[config.mk]
export PLATFORM = sky130hd
export DESIGN_NAME = slcd_ctrl
export DESIGN_NICKNAME = d
export VERILOG_FILES = /design/src/hw/slcd_pkg.sv /design/src/hw/slcd_ticks.sv /design/src/hw/slcd_ctrl.sv
export VERILOG_INCLUDE_DIRS = /design/src /design/src/hw
export SDC_FILE = /design/constraint.sdc
export NUM_CORES = 1
export LEC_CHECK = 0
export ABC_AREA = 1
export BUFFER_PORTS_ARGS = -buffer_cell sky130_fd_sc_hd__buf_4
export CAP_MARGIN = 20
export CORE_ASPECT_RATIO = 0.9
export CORE_MARGIN = 2
export CORE_UTILIZATION = 45
export DETAILED_ROUTE_END_ITERATION = 8
export PLACE_DENSITY_LB_ADDON = 0.15
export RECOVER_POWER = 25
export SLEW_MARGIN = 0
export SYNTH_ARGS = -nofsm -noshare
export SYNTH_HDL_FRONTEND = slang
export SYNTH_SLANG_ARGS = --single-unit
export TNS_END_PERCENT = 1
[constraint.sdc]
create_clock -name clk -period 24.8 [get_ports clk]
set_input_delay 4.96 -clock clk [delete_from_list [all_inputs] [get_ports clk]]
set_output_delay 4.96 -clock clk [all_outputs]
set_load 0.01 [all_outputs]
[src/hw/slcd_map.svh]
// Register addresses, bit positions and timing constants of the LCD block
`ifndef SLCD_MAP_SVH
`define SLCD_MAP_SVH
`define SLCD_ADDR_CON 8'h95
`define SLCD_ADDR_CLK 8'h96
`define SLCD_ADDR_CONX 8'h9c
`define SLCD_ADDR_PTR 8'hac
`define SLCD_ADDR_DAT 8'hae
`define SLCD_ADDR_CONY 8'hb1
`define SLCD_CON_EN 7
`define SLCD_CON_CLR 6
`define SLCD_CON_BLINK 5
`define SLCD_CON_PSM 4
`define SLCD_CON_LCD_CLOCK_SELECT 3
`define SLCD_CON_BIAS 2
`define SLCD_CON_CLR_MASK 8'hbf
`define SLCD_PTR_WR 7
`define SLCD_PTR_MASK 8'hbf
`define SLCD_CONX_LADDER 6
`define SLCD_CONY_FREEZE 0
`define SLCD_RST_BYTE 8'h00
`define SLCD_MEM_BYTES 15
`define SLCD_MEM_LAST 6'h0e
`define SLCD_CLK_HZ 10000000
`define SLCD_FAST_HZ 2048
`define SLCD_SLOW_HZ 128
`define SLCD_HALF_STEPS 2
`define SLCD_BLINK_BASE 11'h040
`define SLCD_BLINK_TOP 3'h4
`define SLCD_STEP_FD15 7'h01
`define SLCD_STEP_FD0 7'h02
`define SLCD_STEP_FD1 7'h04
`define SLCD_STEP_FD2 7'h06
`define SLCD_STEP_SLOW 7'h08
`endif

[src/hw/slcd_pkg.sv]
// Types shared by the segment LCD controller
package slcd_pkg;
    typedef logic [7:0] slcd_byte_t;
    typedef enum logic [1:0] {
        SLCD_MUX_STATIC = 2'h0,
        SLCD_MUX_TWO = 2'h1,
        SLCD_MUX_FOUR = 2'h3,
        SLCD_MUX_THREE = 2'h2
    } slcd_mux_t;
endpackage

[src/hw/slcd_ticks.sv]
// Base clock dividers producing the two LCD clock enables
`timescale 1ns/1ps
module slcd_ticks #(
    parameter int unsigned FAST_DIV = 2,
    parameter int unsigned SLOW_DIV = 2
) (
    input wire logic clk,        // System clock
    input wire logic rst,        // Async reset, active high
    output logic tick_fast,      // Fast base clock enable
    output logic tick_slow       // Slow base clock enable
);
    localparam int unsigned DIVS [2] = '{FAST_DIV, SLOW_DIV};
    logic [1:0] tick;

    // One free running divider per base rate
    for (genvar i = 0; i < 2; i++) begin : g_div
        logic [16:0] cnt_r;
        wire last = (cnt_r == 17'(DIVS[i] - 1));
        always_ff @(posedge clk or posedge rst) begin
            if (rst)
                cnt_r <= 17'h00000;
            else
                cnt_r <= last ? 17'h00000 : cnt_r + 17'h00001;
        end
        assign tick[i] = last;
    end

    // Enables are single cycle pulses
    assign tick_fast = tick[0];
    assign tick_slow = tick[1];
endmodule

[src/hw/slcd_ctrl.sv]
// Segment LCD controller: registers, data memory, timing and drive
`timescale 1ns/1ps
`include "slcd_map.svh"
module slcd_ctrl #(
    parameter int unsigned FAST_DIV =
        `SLCD_CLK_HZ / (`SLCD_HALF_STEPS * `SLCD_FAST_HZ),
    parameter int unsigned SLOW_DIV =
        `SLCD_CLK_HZ / (`SLCD_HALF_STEPS * `SLCD_SLOW_HZ)
) (
    input wire logic clk,               // System clock, 10 MHz
    input wire logic rst,               // Async reset, active high
    input wire logic [7:0] sfr_addr,    // Register address
    input wire logic [7:0] sfr_wdata,   // Write data
    input wire logic sfr_wr,            // Write strobe
    input wire logic sfr_rd,            // Read strobe
    output logic [7:0] sfr_rdata,       // Read data, one cycle late
    input wire logic rtc_enable,        // RTC peripheral running
    input wire logic deep_power_save_mode, // Chip in deep power save
    output logic [3:0] common_line,     // Common drive levels
    output logic [28:0] segment_line,   // Segment pin levels
    output logic drive_polarity,        // Current inversion phase
    output logic display_on,            // Display visible
    output logic pump_enable,           // Charge pump running
    output logic ladder_select,         // External ladder in use
    output logic [5:0] bias_level,      // Pump bias level
    output logic bias_third             // Bias mode bit
);
    // ************************************************************
    // Register file
    // ************************************************************
    slcd_pkg::slcd_byte_t con_r, clk_ctl_r, conx_r;
    slcd_pkg::slcd_byte_t ptr_r, dat_r, cony_r, rdata_r;
    slcd_pkg::slcd_byte_t mem_r [`SLCD_MEM_BYTES];
    slcd_pkg::slcd_byte_t shadow_r [`SLCD_MEM_BYTES];

    // Address decode
    wire sel_con = (sfr_addr == `SLCD_ADDR_CON);
    wire sel_clk = (sfr_addr == `SLCD_ADDR_CLK);
    wire sel_conx = (sfr_addr == `SLCD_ADDR_CONX);
    wire sel_ptr = (sfr_addr == `SLCD_ADDR_PTR);
    wire sel_dat = (sfr_addr == `SLCD_ADDR_DAT);
    wire sel_cony = (sfr_addr == `SLCD_ADDR_CONY);
    wire wr_ptr = sfr_wr & sel_ptr;
    wire [5:0] wr_idx = sfr_wdata[5:0];
    wire idx_ok = (wr_idx <= `SLCD_MEM_LAST);
    wire ptr_wr_hit = wr_ptr & sfr_wdata[`SLCD_PTR_WR] & idx_ok;
    wire ptr_rd = wr_ptr & ~sfr_wdata[`SLCD_PTR_WR];
    wire mem_clear = sfr_wr & sel_con & sfr_wdata[`SLCD_CON_CLR];
    wire freeze = cony_r[`SLCD_CONY_FREEZE];

    // Memory byte lookup, zero beyond the last byte
    function automatic slcd_pkg::slcd_byte_t mem_read(
        input logic [5:0] a,
        input slcd_pkg::slcd_byte_t m [`SLCD_MEM_BYTES]
    );
        mem_read = (a <= `SLCD_MEM_LAST) ? m[a[3:0]] : `SLCD_RST_BYTE;
    endfunction

    wire slcd_pkg::slcd_byte_t mem_at_wr = mem_read(wr_idx, mem_r);
    wire slcd_pkg::slcd_byte_t mem_at_ptr = mem_read(ptr_r[5:0], mem_r);

    // Plain control registers; clear bit never stored, it acts once
    always_ff @(posedge clk or posedge rst) begin
        if (rst) begin
            con_r <= `SLCD_RST_BYTE;
            clk_ctl_r <= `SLCD_RST_BYTE;
            conx_r <= `SLCD_RST_BYTE;
            cony_r <= `SLCD_RST_BYTE;
        end else begin
            if (sfr_wr & sel_con)
                con_r <= sfr_wdata & `SLCD_CON_CLR_MASK;
            if (sfr_wr & sel_clk)
                clk_ctl_r <= sfr_wdata;
            if (sfr_wr & sel_conx)
                conx_r <= sfr_wdata;
            if (sfr_wr & sel_cony)
                cony_r <= sfr_wdata;
        end
    end

    // Pointer and data exchange; a pointer write is the transfer trigger
    always_ff @(posedge clk or posedge rst) begin
        if (rst) begin
            ptr_r <= `SLCD_RST_BYTE;
            dat_r <= `SLCD_RST_BYTE;
        end else begin
            if (wr_ptr)
                ptr_r <= sfr_wdata & `SLCD_PTR_MASK;
            if (ptr_rd)
                dat_r <= mem_at_wr;
            else if (sfr_wr & sel_dat)
                dat_r <= sfr_wdata;
        end
    end

    // Readback mux; unmapped addresses read zero
    wire slcd_pkg::slcd_byte_t rd_mux =
        sel_con ? con_r :
        sel_clk ? clk_ctl_r :
        sel_conx ? conx_r :
        sel_ptr ? ptr_r :
        sel_dat ? dat_r :
        sel_cony ? cony_r : `SLCD_RST_BYTE;

    // Read data held until the next read
    always_ff @(posedge clk or posedge rst) begin
        if (rst)
            rdata_r <= `SLCD_RST_BYTE;
        else if (sfr_rd)
            rdata_r <= rd_mux;
    end
    assign sfr_rdata = rdata_r;

    // ************************************************************
    // Segment memory and shadow
    // ************************************************************
    // No power mode input touches these flops, so contents survive it
    for (genvar i = 0; i < `SLCD_MEM_BYTES; i++) begin : g_mem
        wire hit = ptr_wr_hit & (wr_idx == 6'(i));
        always_ff @(posedge clk or posedge rst) begin
            if (rst)
                mem_r[i] <= `SLCD_RST_BYTE;
            else if (mem_clear)
                mem_r[i] <= `SLCD_RST_BYTE;
            else if (hit)
                mem_r[i] <= dat_r;
        end
        // Shadow lets software rewrite many bytes without tearing
        always_ff @(posedge clk or posedge rst) begin
            if (rst)
                shadow_r[i] <= `SLCD_RST_BYTE;
            else if (!freeze)
                shadow_r[i] <= mem_r[i];
        end
    end

    // ************************************************************
    // Waveform timing
    // ************************************************************
    logic tick_fast, tick_slow;

    slcd_ticks #(
        .FAST_DIV(FAST_DIV),
        .SLOW_DIV(SLOW_DIV)
    ) u_ticks (
        .clk(clk),
        .rst(rst),
        .tick_fast(tick_fast),
        .tick_slow(tick_slow)
    );

    wire fast_sel = con_r[`SLCD_CON_LCD_CLOCK_SELECT];
    wire base_tick = fast_sel ? tick_fast : tick_slow;
    wire [3:0] frame_divider = clk_ctl_r[3:0];
    wire slcd_pkg::slcd_mux_t multiplex_select =
        slcd_pkg::slcd_mux_t'(con_r[1:0]);
    wire mux_ge3 = multiplex_select[1];
    wire [1:0] com_last = (multiplex_select == slcd_pkg::SLCD_MUX_FOUR)
        ? 2'h3 : (mux_ge3 ? 2'h2 : 2'h1);

    // Base ticks per half step of the common line
    function automatic logic [6:0] half_len(
        input logic fast,
        input logic [3:0] fd,
        input logic wide
    );
        if (fast)
            half_len = 7'({3'h0, fd} + 7'h01) << 2;
        else if (fd == 4'hf)
            half_len = `SLCD_STEP_FD15;
        else if (fd == 4'h0)
            half_len = `SLCD_STEP_FD0;
        else if (wide || fd == 4'h1)
            half_len = `SLCD_STEP_FD1;
        else if (fd == 4'h2)
            half_len = `SLCD_STEP_FD2;
        else
            half_len = `SLCD_STEP_SLOW;
    endfunction

    wire [6:0] half_top = half_len(fast_sel, frame_divider, mux_ge3);
    logic [6:0] half_cnt_r;
    logic phase_r, pol_r;
    logic [1:0] com_idx_r;
    wire half_tick = base_tick & (half_cnt_r >= half_top - 7'h01);

    // Half step counter
    always_ff @(posedge clk or posedge rst) begin
        if (rst)
            half_cnt_r <= 7'h00;
        else if (half_tick)
            half_cnt_r <= 7'h00;
        else if (base_tick)
            half_cnt_r <= half_cnt_r + 7'h01;
    end

    // Polarity flips each half step, so each common step is DC free
    always_ff @(posedge clk or posedge rst) begin
        if (rst) begin
            pol_r <= 1'b0;
            phase_r <= 1'b0;
            com_idx_r <= 2'h0;
        end else if (half_tick) begin
            pol_r <= ~pol_r;
            phase_r <= ~phase_r;
            if (phase_r)
                com_idx_r <= (com_idx_r >= com_last) ? 2'h0
                    : com_idx_r + 2'h1;
        end
    end

    // ************************************************************
    // Blink
    // ************************************************************
    wire [1:0] blink_mode_bits = clk_ctl_r[7:6];
    wire [1:0] blink_frequency_bits = clk_ctl_r[5:4];
    wire blink_enable = con_r[`SLCD_CON_BLINK];
    wire auto_blink = blink_mode_bits[1];
    wire [2:0] rate_raw = {blink_mode_bits[0], blink_frequency_bits};
    wire [2:0] rate_idx = (rate_raw > `SLCD_BLINK_TOP)
        ? `SLCD_BLINK_TOP : rate_raw;
    wire [10:0] blink_top = `SLCD_BLINK_BASE << rate_idx;
    logic [10:0] blink_cnt_r;
    logic auto_on_r;
    wire blink_run = blink_enable & auto_blink & rtc_enable;
    wire blink_wrap = blink_run & tick_slow
        & (blink_cnt_r >= blink_top - 11'h001);

    // Automatic blink counter runs from the slow base clock
    always_ff @(posedge clk or posedge rst) begin
        if (rst) begin
            blink_cnt_r <= 11'h000;
            auto_on_r <= 1'b1;
        end else if (!blink_run) begin
            blink_cnt_r <= 11'h000;
            auto_on_r <= 1'b1;
        end else if (blink_wrap) begin
            blink_cnt_r <= 11'h000;
            auto_on_r <= ~auto_on_r;
        end else if (tick_slow) begin
            blink_cnt_r <= blink_cnt_r + 11'h001;
        end
    end

    // Without the RTC automatic mode shows a steady image
    wire blink_on = auto_blink ? auto_on_r : blink_mode_bits[0];
    wire display_en = con_r[`SLCD_CON_EN]
        & ~(deep_power_save_mode & con_r[`SLCD_CON_PSM]);
    wire visible = display_en & (~blink_enable | blink_on);

    // ************************************************************
    // Pin drive
    // ************************************************************
    logic [3:0] com_nxt;
    logic [28:0] seg_nxt;

    // Common lines beyond com_last stay idle; static mode drives commons 0 and 1 like two way
    for (genvar k = 0; k < 4; k++) begin : g_com
        wire act = (com_idx_r == 2'(k)) & (2'(k) <= com_last);
        assign com_nxt[k] = visible & (act ^ pol_r);
    end

    // Even segment from low nibble, odd from high, column by common
    for (genvar s = 0; s < 29; s++) begin : g_seg
        wire on = shadow_r[s / 2][(s % 2) * 4 + com_idx_r];
        // Lit segment sits opposite the active common level
        assign seg_nxt[s] = visible & ~(on ^ pol_r);
    end

    // Pins 27 and 28 double as commons 3 and 2
    wire [28:0] pin_nxt = {
        mux_ge3 ? com_nxt[2] : seg_nxt[28],
        (multiplex_select == slcd_pkg::SLCD_MUX_FOUR)
            ? com_nxt[3] : seg_nxt[27],
        seg_nxt[26:0]
    };

    // Registered drive outputs
    always_ff @(posedge clk or posedge rst) begin
        if (rst) begin
            common_line <= 4'h0;
            segment_line <= 29'h00000000;
            drive_polarity <= 1'b0;
            display_on <= 1'b0;
            pump_enable <= 1'b0;
        end else begin
            common_line <= com_nxt;
            segment_line <= pin_nxt;
            drive_polarity <= pol_r; // Stays aligned with the pins
            display_on <= visible;
            pump_enable <= display_en & ~conx_r[`SLCD_CONX_LADDER];
        end
    end

    // Straight register fields
    assign ladder_select = conx_r[`SLCD_CONX_LADDER];
    assign bias_level = conx_r[5:0];
    assign bias_third = con_r[`SLCD_CON_BIAS];

    // ************************************************************
    // Checks
    // ************************************************************
    wire mem_any = |{mem_r[0], mem_r[1], mem_r[2], mem_r[3], mem_r[4],
        mem_r[5], mem_r[6], mem_r[7], mem_r[8], mem_r[9], mem_r[10],
        mem_r[11], mem_r[12], mem_r[13], mem_r[14]};
    wire [119:0] shadow_flat = {>>{shadow_r}};
    wire [119:0] mem_flat = {>>{mem_r}};

    property p_ptr_write;
        @(posedge clk) disable iff (rst)
        ptr_wr_hit |=> mem_at_ptr == $past(dat_r);
    endproperty
    a_ptr_write: assert property (p_ptr_write)
        else $error("pointer write did not store data");

    property p_ptr_read;
        @(posedge clk) disable iff (rst)
        ptr_rd |=> dat_r == $past(mem_at_wr);
    endproperty
    a_ptr_read: assert property (p_ptr_read)
        else $error("pointer read did not load data");

    property p_range;
        @(posedge clk) disable iff (rst)
        ptr_rd && !idx_ok |=> dat_r == `SLCD_RST_BYTE;
    endproperty
    a_range: assert property (p_range)
        else $error("out of range read not zero");

    property p_clear;
        @(posedge clk) disable iff (rst)
        mem_clear |=> !mem_any;
    endproperty
    a_clear: assert property (p_clear)
        else $error("memory clear left data");

    property p_freeze;
        @(posedge clk) disable iff (rst)
        freeze |=> shadow_flat == $past(shadow_flat);
    endproperty
    a_freeze: assert property (p_freeze)
        else $error("shown image changed while frozen");

    property p_unfreeze;
        @(posedge clk) disable iff (rst)
        !freeze |=> shadow_flat == $past(mem_flat);
    endproperty
    a_unfreeze: assert property (p_unfreeze)
        else $error("shadow not refreshed");

    property p_polarity;
        @(posedge clk) disable iff (rst)
        half_tick |=> ##1 drive_polarity != $past(drive_polarity);
    endproperty
    a_polarity: assert property (p_polarity)
        else $error("polarity did not invert");

    property p_pump;
        @(posedge clk) disable iff (rst)
        !display_en && !ladder_select |=> !pump_enable;
    endproperty
    a_pump: assert property (p_pump)
        else $error("pump on with display disabled");

    property p_soft_blink;
        @(posedge clk) disable iff (rst)
        blink_enable && blink_mode_bits == 2'h0 |=> !display_on;
    endproperty
    a_soft_blink: assert property (p_soft_blink)
        else $error("software blink off not honoured");

    property p_mux_three;
        @(posedge clk) disable iff (rst)
        multiplex_select == slcd_pkg::SLCD_MUX_THREE
            && com_idx_r != 2'h3 |=> com_idx_r != 2'h3;
    endproperty
    a_mux_three: assert property (p_mux_three)
        else $error("fourth common used in three way mode");
endmodule

==> results of run 1 <==
final cells by class:
cell class / count / share of cell area, %
clock buffers: 66 / 5.88
clock inverters: 10 / 0.475
inverters: 266 / 4.57
multi-input cells: 1825 / 38.8
flip-flops and latches: 383 / 43.9
well taps: 555 / 3.18
repair buffers: 92 / 3.20
metrics by stage:
stage / std cells / setup slack (ns)
4_1_cts: 3196 / 17.77
3_3_place_gp: 3120 / 17.20
2_1_floorplan: 2590 / 9.20
5_1_grt: 3197 / 14.65
3_5_place_dp: 3120 / 17.16
6_report: 3197 / 15.67
synthesized netlist by cell type (all sizes together):
cell / n / area [um^2]
a21o: 2 / 15.0
clkbuf: 88 / 330
conb: 1 / 3.75
a211oi: 1 / 7.51
nand2: 919 / 3550
nand3b: 5 / 37.5
clkinv: 2 / 7.51
nand4: 41 / 257
o31ai: 2 / 15.0
a31oi: 1 / 6.26
buf: 28 / 149
xor2: 39 / 342
o22a: 13 / 114
nor4: 7 / 43.8
inv: 264 / 991
a21oi: 37 / 185
xnor2: 7 / 61.3
o22ai: 14 / 87.6
and3: 1 / 6.26
o21a: 7 / 52.6
o21ai: 249 / 1250
dfrtp: 382 / 9560
nor2: 206 / 816
ha: 29 / 363
nor3: 32 / 183
or2: 4 / 25.0
dfstp: 1 / 26.3
nand3: 208 / 1040
metal layers:
layer,wire length [um],part of all wire (%)
met5,0,0
met4,1300,2.3
met3,3960,7.1
met2,24300,44
met1,26300,47
power groups by stage:
stage,sequential (W),clock (W),combinational (W)
6_report,0.000652,0.000634,0.000161
5_1_grt,0.000653,0.000675,0.000178
4_1_cts,0.000652,0.000648,0.000160
3_5_place_dp,0.000663,0,0.000160
3_3_place_gp,0.000663,0,0.000158
2_1_floorplan,0.000657,0,0.000110
cells in the final DEF (no fill, tap or decap), types with 7 or more instances in the layout:
| master | n |
|---|---|
| nand4_1 | 41 |
| buf_4 | 86 |
| clkbuf_16 | 45 |
| o22a_1 | 13 |
| nand2_1 | 898 |
| ha_1 | 29 |
| xnor2_1 | 7 |
| clkbuf_8 | 8 |
| o21a_1 | 7 |
| o21ai_0 | 249 |
| nand2_2 | 10 |
| nand2_4 | 11 |
| a21oi_1 | 37 |
| clkbuf_1 | 16 |
| inv_1 | 257 |
| nor2_2 | 17 |
| dfrtp_1 | 380 |
| nand3_1 | 208 |
| xor2_1 | 39 |
| o22ai_1 | 14 |
| clkinv_2 | 7 |
| nor2_1 | 187 |
| nor3_1 | 30 |
| nor4_1 | 7 |
logic make-up (layout without fill, tap and decap cells):
group | Yosys count | after routing
buffers and inverters | 382 | 434
AOI/OAI and AO/OA | 326 | 326
DFF | 383 | 383
other | 1 | 1
and+or+nand+nor | 1423 | 1423
xor gates and xnor gates | 46 | 46
adders and majority gates | 29 | 29
flip-flops by register name, indices dropped and copies added, names as in the netlist:
name and cells:
u_ticks.g_div.cnt_r 34, shadow_flat 116, pol_r 1, blink_cnt_r 11, clk_ctl_r 8, segment_line 29
ptr_r 7, display_on 1, com_idx_r 2, con_r 7, conx_r 8, drive_polarity 1
dat_r 8, cony_r 8, common_line 4, pump_enable 1, sfr_rdata 8, auto_on_r 1
phase_r 1, mem_flat 120, half_cnt_r 7
worst min-delay path, cell delays in order, from the launching register on:
cell and delay (ns):
dfrtp_1 0.34, nand2_1 0.05, o21ai_0 0.06
worst max path at each step:
stage,start,endpoint,slack [ns],cells after the start
finish,rst,mem_flat[0],15.67,4
global route,rst,mem_flat[4],14.65,4
CTS,sfr_addr[7],mem_flat[113],17.77,10
detailed placement,sfr_addr[7],mem_flat[113],17.16,10
global placement,sfr_wdata[1],mem_flat[110],17.20,7
floorplan,rst,blink_cnt_r[0],9.20,1
==> summary.md, run 1 <==
| Metric | Value |
|---|---|
| Pwr Total | `around 0.0014 W` |
| Slew @ Worst Pin | `slightly below 5 ns` |
| CP max stage cell | `clkinvlp_2` |
| Via/cell ratio | `about 5.3` |
| Post-synthesis sequential area ratio | `slightly below 50%` |
| Routed WL | `~56 mm` |
| Hold Crit Class | `flop to flop` |
| Synth Area in Compound Gates | `slightly below 9%` |
| Total global-route track usage | `approximately a quarter` |
| Layout Nets | `~2,700` |
| Crit. End Element | `asynchronous set/reset pin` |
| Core region area | `approximately 43,000 um^2` |
| Failing checks | `capacitance limit, slew limit` |
| Post-synthesis cell count | `~2,600` |
| CTS Buf Count | `between 40 and 50` |
| Largest family of logic cells by synthesized area | `simple AND/OR/NAND/NOR gates` |
| DR vias | `between 15,000 and 20,000` |
| Hold endpoint | `shadow_flat[93]` |
| Post-synth cell types | `37` |
| Total grt overflow | `0` |
| Worst Hold Depth | `2` |
| Final setup skew | `between 0.01 and 0.015 ns` |
| Switch share | `between 20% and 30%` |
| Area grow syn2layout | `12.0%` |
| Crit Path Category | `input pin to asynchronous set/reset pin` |
| Status | `finished, violations left` |
| R2R setup slack | `approximately 21 ns` |
| Share of cells above drive strength 1 | `a little under 8%` |
| Grt met2 use | `approximately 38%` |
| Setup tns final | `0 ns` |
| Worst r2r dst | `sfr_rdata[0]` |
| Initial antenna violation count | `0` |
| Post_cts resized | `0` |
| Setup Fix Bufs, Post-CTS | `0` |
| Hold_ws | `0.476 ns` |
| Finish-stage setup viols | `0` |
| Startpoint types | `input pin` |
| Rows | `approximately 70` |
| Starting Density | `a little under half` |
| N_diodes | `0` |
| Drt pass-1 iters | `5` |
| CTS tree | `yes` |
| Final hold vios | `0` |
| Seq pwr share | `between 40 and 50%` |
| Final HPWL DP | `between 30 and 40 mm` |
| Reg-to-reg startpoint | `cony_r[0]` |
| Final period utilization | `between 30% and 40%` |
| Number of global-route vias before repair | `roughly 16,000` |
| R2R depth | `7` |
| Final core utilization | `around 51%` |
| Die H | `between 200 and 250 um` |
| Synth Area in Adders | `under 10%` |
| Max Fclk | `110 MHz` |
| Clk sinks | `383` |
| Final Critical Period | `9.13 ns` |
| Yosys reg bits | `around 380` |
| Ys Warns | `0` |
| Sequential cell area | `around 9600 um^2` |
| Worst-path clk slew | `around 0.060 ns` |
| CP bufs+invs | `4` |
| H-tree depth | `2` |
| Post-Layout Inst Area | `21,900 um^2` |
| Mapped Avg Cell Area | `7.54 um^2` |
| Logic pwr share | `11.1%` |
| Critical path arrival | `9.72 ns` |
| Pwr dens | `~66 nW/um^2` |
| Cell Chain, Critical Path | `clkbuf_4 > clkinvlp_2 > buf_4 > buf_4` |
| DR iter-0 viols | `between 1,500 and 2,000` |
| RSZ-0062 raised after global routing | `no` |
| Io pins | `between 70 and 80` |
| Slowest stage delay, CP | `2.74 ns` |
| Internal power consumption | `0.00106 W` |
| Rel. slew slack | `-231%` |
| Port Buffer Count | `73` |
| Leakage | `around 11 nW` |
| Global-route wire length before repair | `slightly below 90 mm` |
| Mux share of post-synthesis cell area | `0%` |
| VDD IR-drop max | `43.1 uV` |
| Clock power frac | `a little over two fifths` |
| Synthesized Nets | `2,641` |
| NetSw | `about 0.00039 W` |
| Area of the multi-input gates | `between 8000 and 9000 um^2` |
| Placed Instance Area | `around 20,000 um^2` |
| Synthesized area | `~20,000 um^2` |
| Die area | `45,100 um^2` |
| Xor-xnor portion of the synthesized cell area | `2.06%` |
| DIE WIDTH | `roughly 220 um` |
| M1 GR Usage | `37.3%` |
| Residual DRC | `0` |
| Worst-skew pair later-pin latency | `between 0.5 and 0.6 ns` |
| Root buffer cell | `clkbuf_16` |
| Critical Path RT | `around 25 ns` |
| Fin. max-slew vios | `~350` |
| GRT busiest layer | `met2` |
| Hold buffer count at CTS | `0` |
| GR Layer Usage met3 | `5.13%` |
| CP delay by family, top | `buffers and inverters` |
| Final ANT Viol Nets | `0` |
| WL/cell | `approximately 17 um` |
| Simple logic cell fraction of the synthesized area | `a little under a third` |
| CP Max Fanout | `around 110` |
| Clk buf depth | `3` |
| Fill count | `roughly 4,200` |
| Cell mode on critical path | `buf_4` |
| Max-cap violations | `4` |
| GPL Wtd Cong | `0.928` |
| HP Start | `shadow_flat[93]` |
| Largest net degree at the start of global routing | `114` |
No activity file was read; power rests on OpenSTA's default activity.
==> run 2: changes to the inputs <==
- clock period: 24.8 -> 9.3 ns (I/O delays scaled with it)
==> run 2 against run 1 <==
  * The run still ends with capacitance limit, slew limit left
  * Non-clock buffer count fell by 2
  * Setup slack got worse by 12 ns
  * Via count rose by 1.4%
  * Sequential power rose to 2.7 times the previous value
  * Register-to-register slack got worse by 15 ns
  * Sequential share of layout area rose by 0.18 points
  * Total power rose to 2.6 times the previous value
==> summary.md, run 2 (synthesis gave the netlist of run 1 again) <==
| Metric | Value |
|---|---|
| Critical path arrival | `4.97 ns (-4.75 ns)` |
| Hold Crit Class | `flop to flop` |
| Largest register FFs | `120 (unchanged)` |
| Sequential cell area | `9590 um^2 (unchanged)` |
| DR iter-0 viols | `1,826 (+14%)` |
| Starting Density | `45.5% (unchanged)` |
| Pwr dens | `175 nW/um^2 (+160%)` |
| DR vias | `17,100 (+1.4%)` |
| Final ANT Viol Nets | `0 (unchanged)` |
| Reg-to-reg startpoint | `cony_r[0]` |
| Worst-skew pair later-pin latency | `0.57 ns (about the same)` |
| Clk sinks | `383 (unchanged)` |
| Final core utilization | `50.8% (-0.21 points)` |
| Area of the multi-input gates | `8490 um^2 (about the same)` |
| Clk buf depth | `3 (unchanged)` |
| Startpoint types | `input pin` |
| Initial antenna violation count | `4 (+4)` |
| WL/cell | `17.9 um (+2.4%)` |
| Commonest non-fill, non-tap cells in the layout | `nand2_1 (898), dfrtp_1 (380), inv_1 (257)` |
| Worst r2r dst | `shadow_flat[47]` |
| Finish-stage setup viols | `0 (unchanged)` |
| Max Fclk | `179 MHz` |
| Area grow syn2layout | `11.5%` |
| Clock power frac | `43.2% (-0.6 points)` |
| Number of global-route vias before repair | `16,400 (+1.2%)` |
| DP Cell Count | `3,119 (-0.032%)` |
| Fin. max-slew vios | `559 (+58%)` |
| Core region area | `42,900 um^2 (unchanged)` |
| Setup tns final | `0 ns (unchanged)` |
| Fill count | `4,219 (-0.12%)` |
| Seq pwr share | `45.5% (+0.4 points)` |
| R2R setup slack | `5.18 ns (-15.41 ns)` |
| Die area | `45,100 um^2 (unchanged)` |
| Drt pass-1 iters | `6 (+1)` |
| Total global-route track usage | `25.8% (+0.54 points)` |
| GPL Wtd Cong | `0.915 (-1.4%)` |
| Routed WL | `57.2 mm (+2.3%)` |
| Final hold vios | `0 (unchanged)` |
| Slew @ Worst Pin | `4.16 ns (-0.776 ns)` |
| Worst Setup Slack, final | `3.71 ns (-11.96 ns)` |
| Total grt overflow | `0 (unchanged)` |
| Final period utilization | `60.1%` |
| Port Buffer Count | `73 (unchanged)` |
| Worst Hold Depth | `2 (unchanged)` |
| Share of cells above drive strength 1 | `8.00% (+0.088 points)` |
| Logic pwr share | `11.3% (+0.2 points)` |
| Rows | `72 (unchanged)` |
| Final setup skew | `0.0262 ns (+0.0127 ns)` |
| Io pins | `74 (unchanged)` |
| Max-cap violations | `5 (+1)` |
| Layout Nets | `2,660 (-0.075%)` |
| Crit. Startpoint | `rst` |
| Crit. End Element | `asynchronous set/reset pin` |
| Leakage | `11.4 nW (-0.34%)` |
| Residual DRC | `0 (unchanged)` |
| NetSw | `0.00105 W (+170%)` |
| Failing checks | `capacitance limit, slew limit` |
| Pre-CTS setup slack | `4.74 ns (-12.42 ns)` |
| Switch share | `27.5% (+0.51 points)` |
| H-tree depth | `2 (unchanged)` |
| Rel. slew slack | `-177% (+54 points)` |
| Die H | `202 um (unchanged)` |
| DIE WIDTH | `224 um (unchanged)` |
| Crit Path Category | `input pin to asynchronous set/reset pin` |
| Post_cts resized | `0 (unchanged)` |
| VDD IR-drop max | `125 uV (+190%)` |
| Non-Filler Instances | `3,194 (-0.094%)` |
| RSZ-0062 raised after global routing | `no` |
| Setup Fix Bufs, Post-CTS | `0 (unchanged)` |
| CP Max Fanout | `168 (+49%)` |
| HP Start | `shadow_flat[38]` |
| CTS tree | `yes` |
| Final Critical Period | `between 5 and 6 ns` |
| Internal power consumption | `0.00276 W (+160%)` |
| Commonest non-fill, non-tap cell in the layout | `nand2_1` |
| Final HPWL DP | `38.5 mm (+2.7%)` |
| Global-route wire length before repair | `91.1 mm (+1.9%)` |
| Pwr Total | `0.00381 W (+160%)` |
| Largest net degree at the start of global routing | `169 (+48%)` |
| CTS Buf Count | `43 (unchanged)` |
| Root buffer cell | `clkbuf_16` |
| R2R depth | `2 (-5)` |
| Critical Path RT | `8.68 ns (-16.71 ns)` |
| Hold endpoint | `shadow_flat[38]` |
| Worst-path clk slew | `0.06 ns (about the same)` |
| Hold buffer count at CTS | `0 (unchanged)` |
| Via/cell ratio | `5.35 (+1.5%)` |
| Status | `finished, violations left` |
run 2: cell types whose count changed in the layout (fill, tap and decap cells not counted):
cell	change
clkbuf_2	+2
nor2_2	+2
clkbuf_8	+5
clkbuf_16	-2
clkbuf_1	-4
nor2_1	-2
buf_16	-1
bufinv_16	-2
buf_4	-5
clkinv_4	-1
diode_2	+1
clkinv_2	+3
inv_6	+1
run 2: per-stage QoR:
step,hold WS (ns),area (um^2)
after floorplan,0.352,19500
after global placement,0.460,20500
after detailed placement,0.460,20500
after CTS,0.477,21800
after global routing,0.496,21800
final,0.473,21800
run 2: critical path, stage by stage:
cell	delay, ns
clkbuf_4	0.11
clkinvlp_2	0.07
clkbuf_2	2.78
run 2: how the worst max path moves through the flow:
stage	slack, ns	endpoint
5_1_grt	2.69	com_idx_r[0]
4_1_cts	5.35	mem_flat[74]
3_5_place_dp	4.74	mem_flat[75]
2_1_floorplan	2.29	blink_cnt_r[0]
6_report	3.71	com_idx_r[0]
3_3_place_gp	4.86	mem_flat[72]
run 2: per-layer routing:
layer / GRT usage (%) / routed length [um] / up-vias / share of wire (%)
li1: - / - / 8242 / -
met1: 37.3 / 26100 / 8211 / 46
met2: 39.5 / 25400 / 527 / 44
met3: 4.96 / 4170 / 103 / 7.3
met4: 7.48 / 1470 / 2 / 2.6
met5: 0 / 18 / - / 0.031
run 2: area by class of cell:
cell class              instances  share of cell area (%)
multi-input cells            1825                    39.0
flip-flops and latches        383                    44.0
repair buffers                 90                    2.99
clock buffers                  63                    5.89
well taps                     555                    3.19
inverters                     266                    4.59
diodes                          1                  0.0115
clock inverters                11                   0.270
run 2: power by group through the flow:
stage	clock (W)	combinational [W]	sequential, W
after CTS	0.00168	0.000436	0.00173
after global placement	0	0.000429	0.00176
after detailed placement	0	0.000434	0.00176
after global routing	0.00175	0.000482	0.00174
after floorplan	0	0.000293	0.00175
final	0.00164	0.000431	0.00173
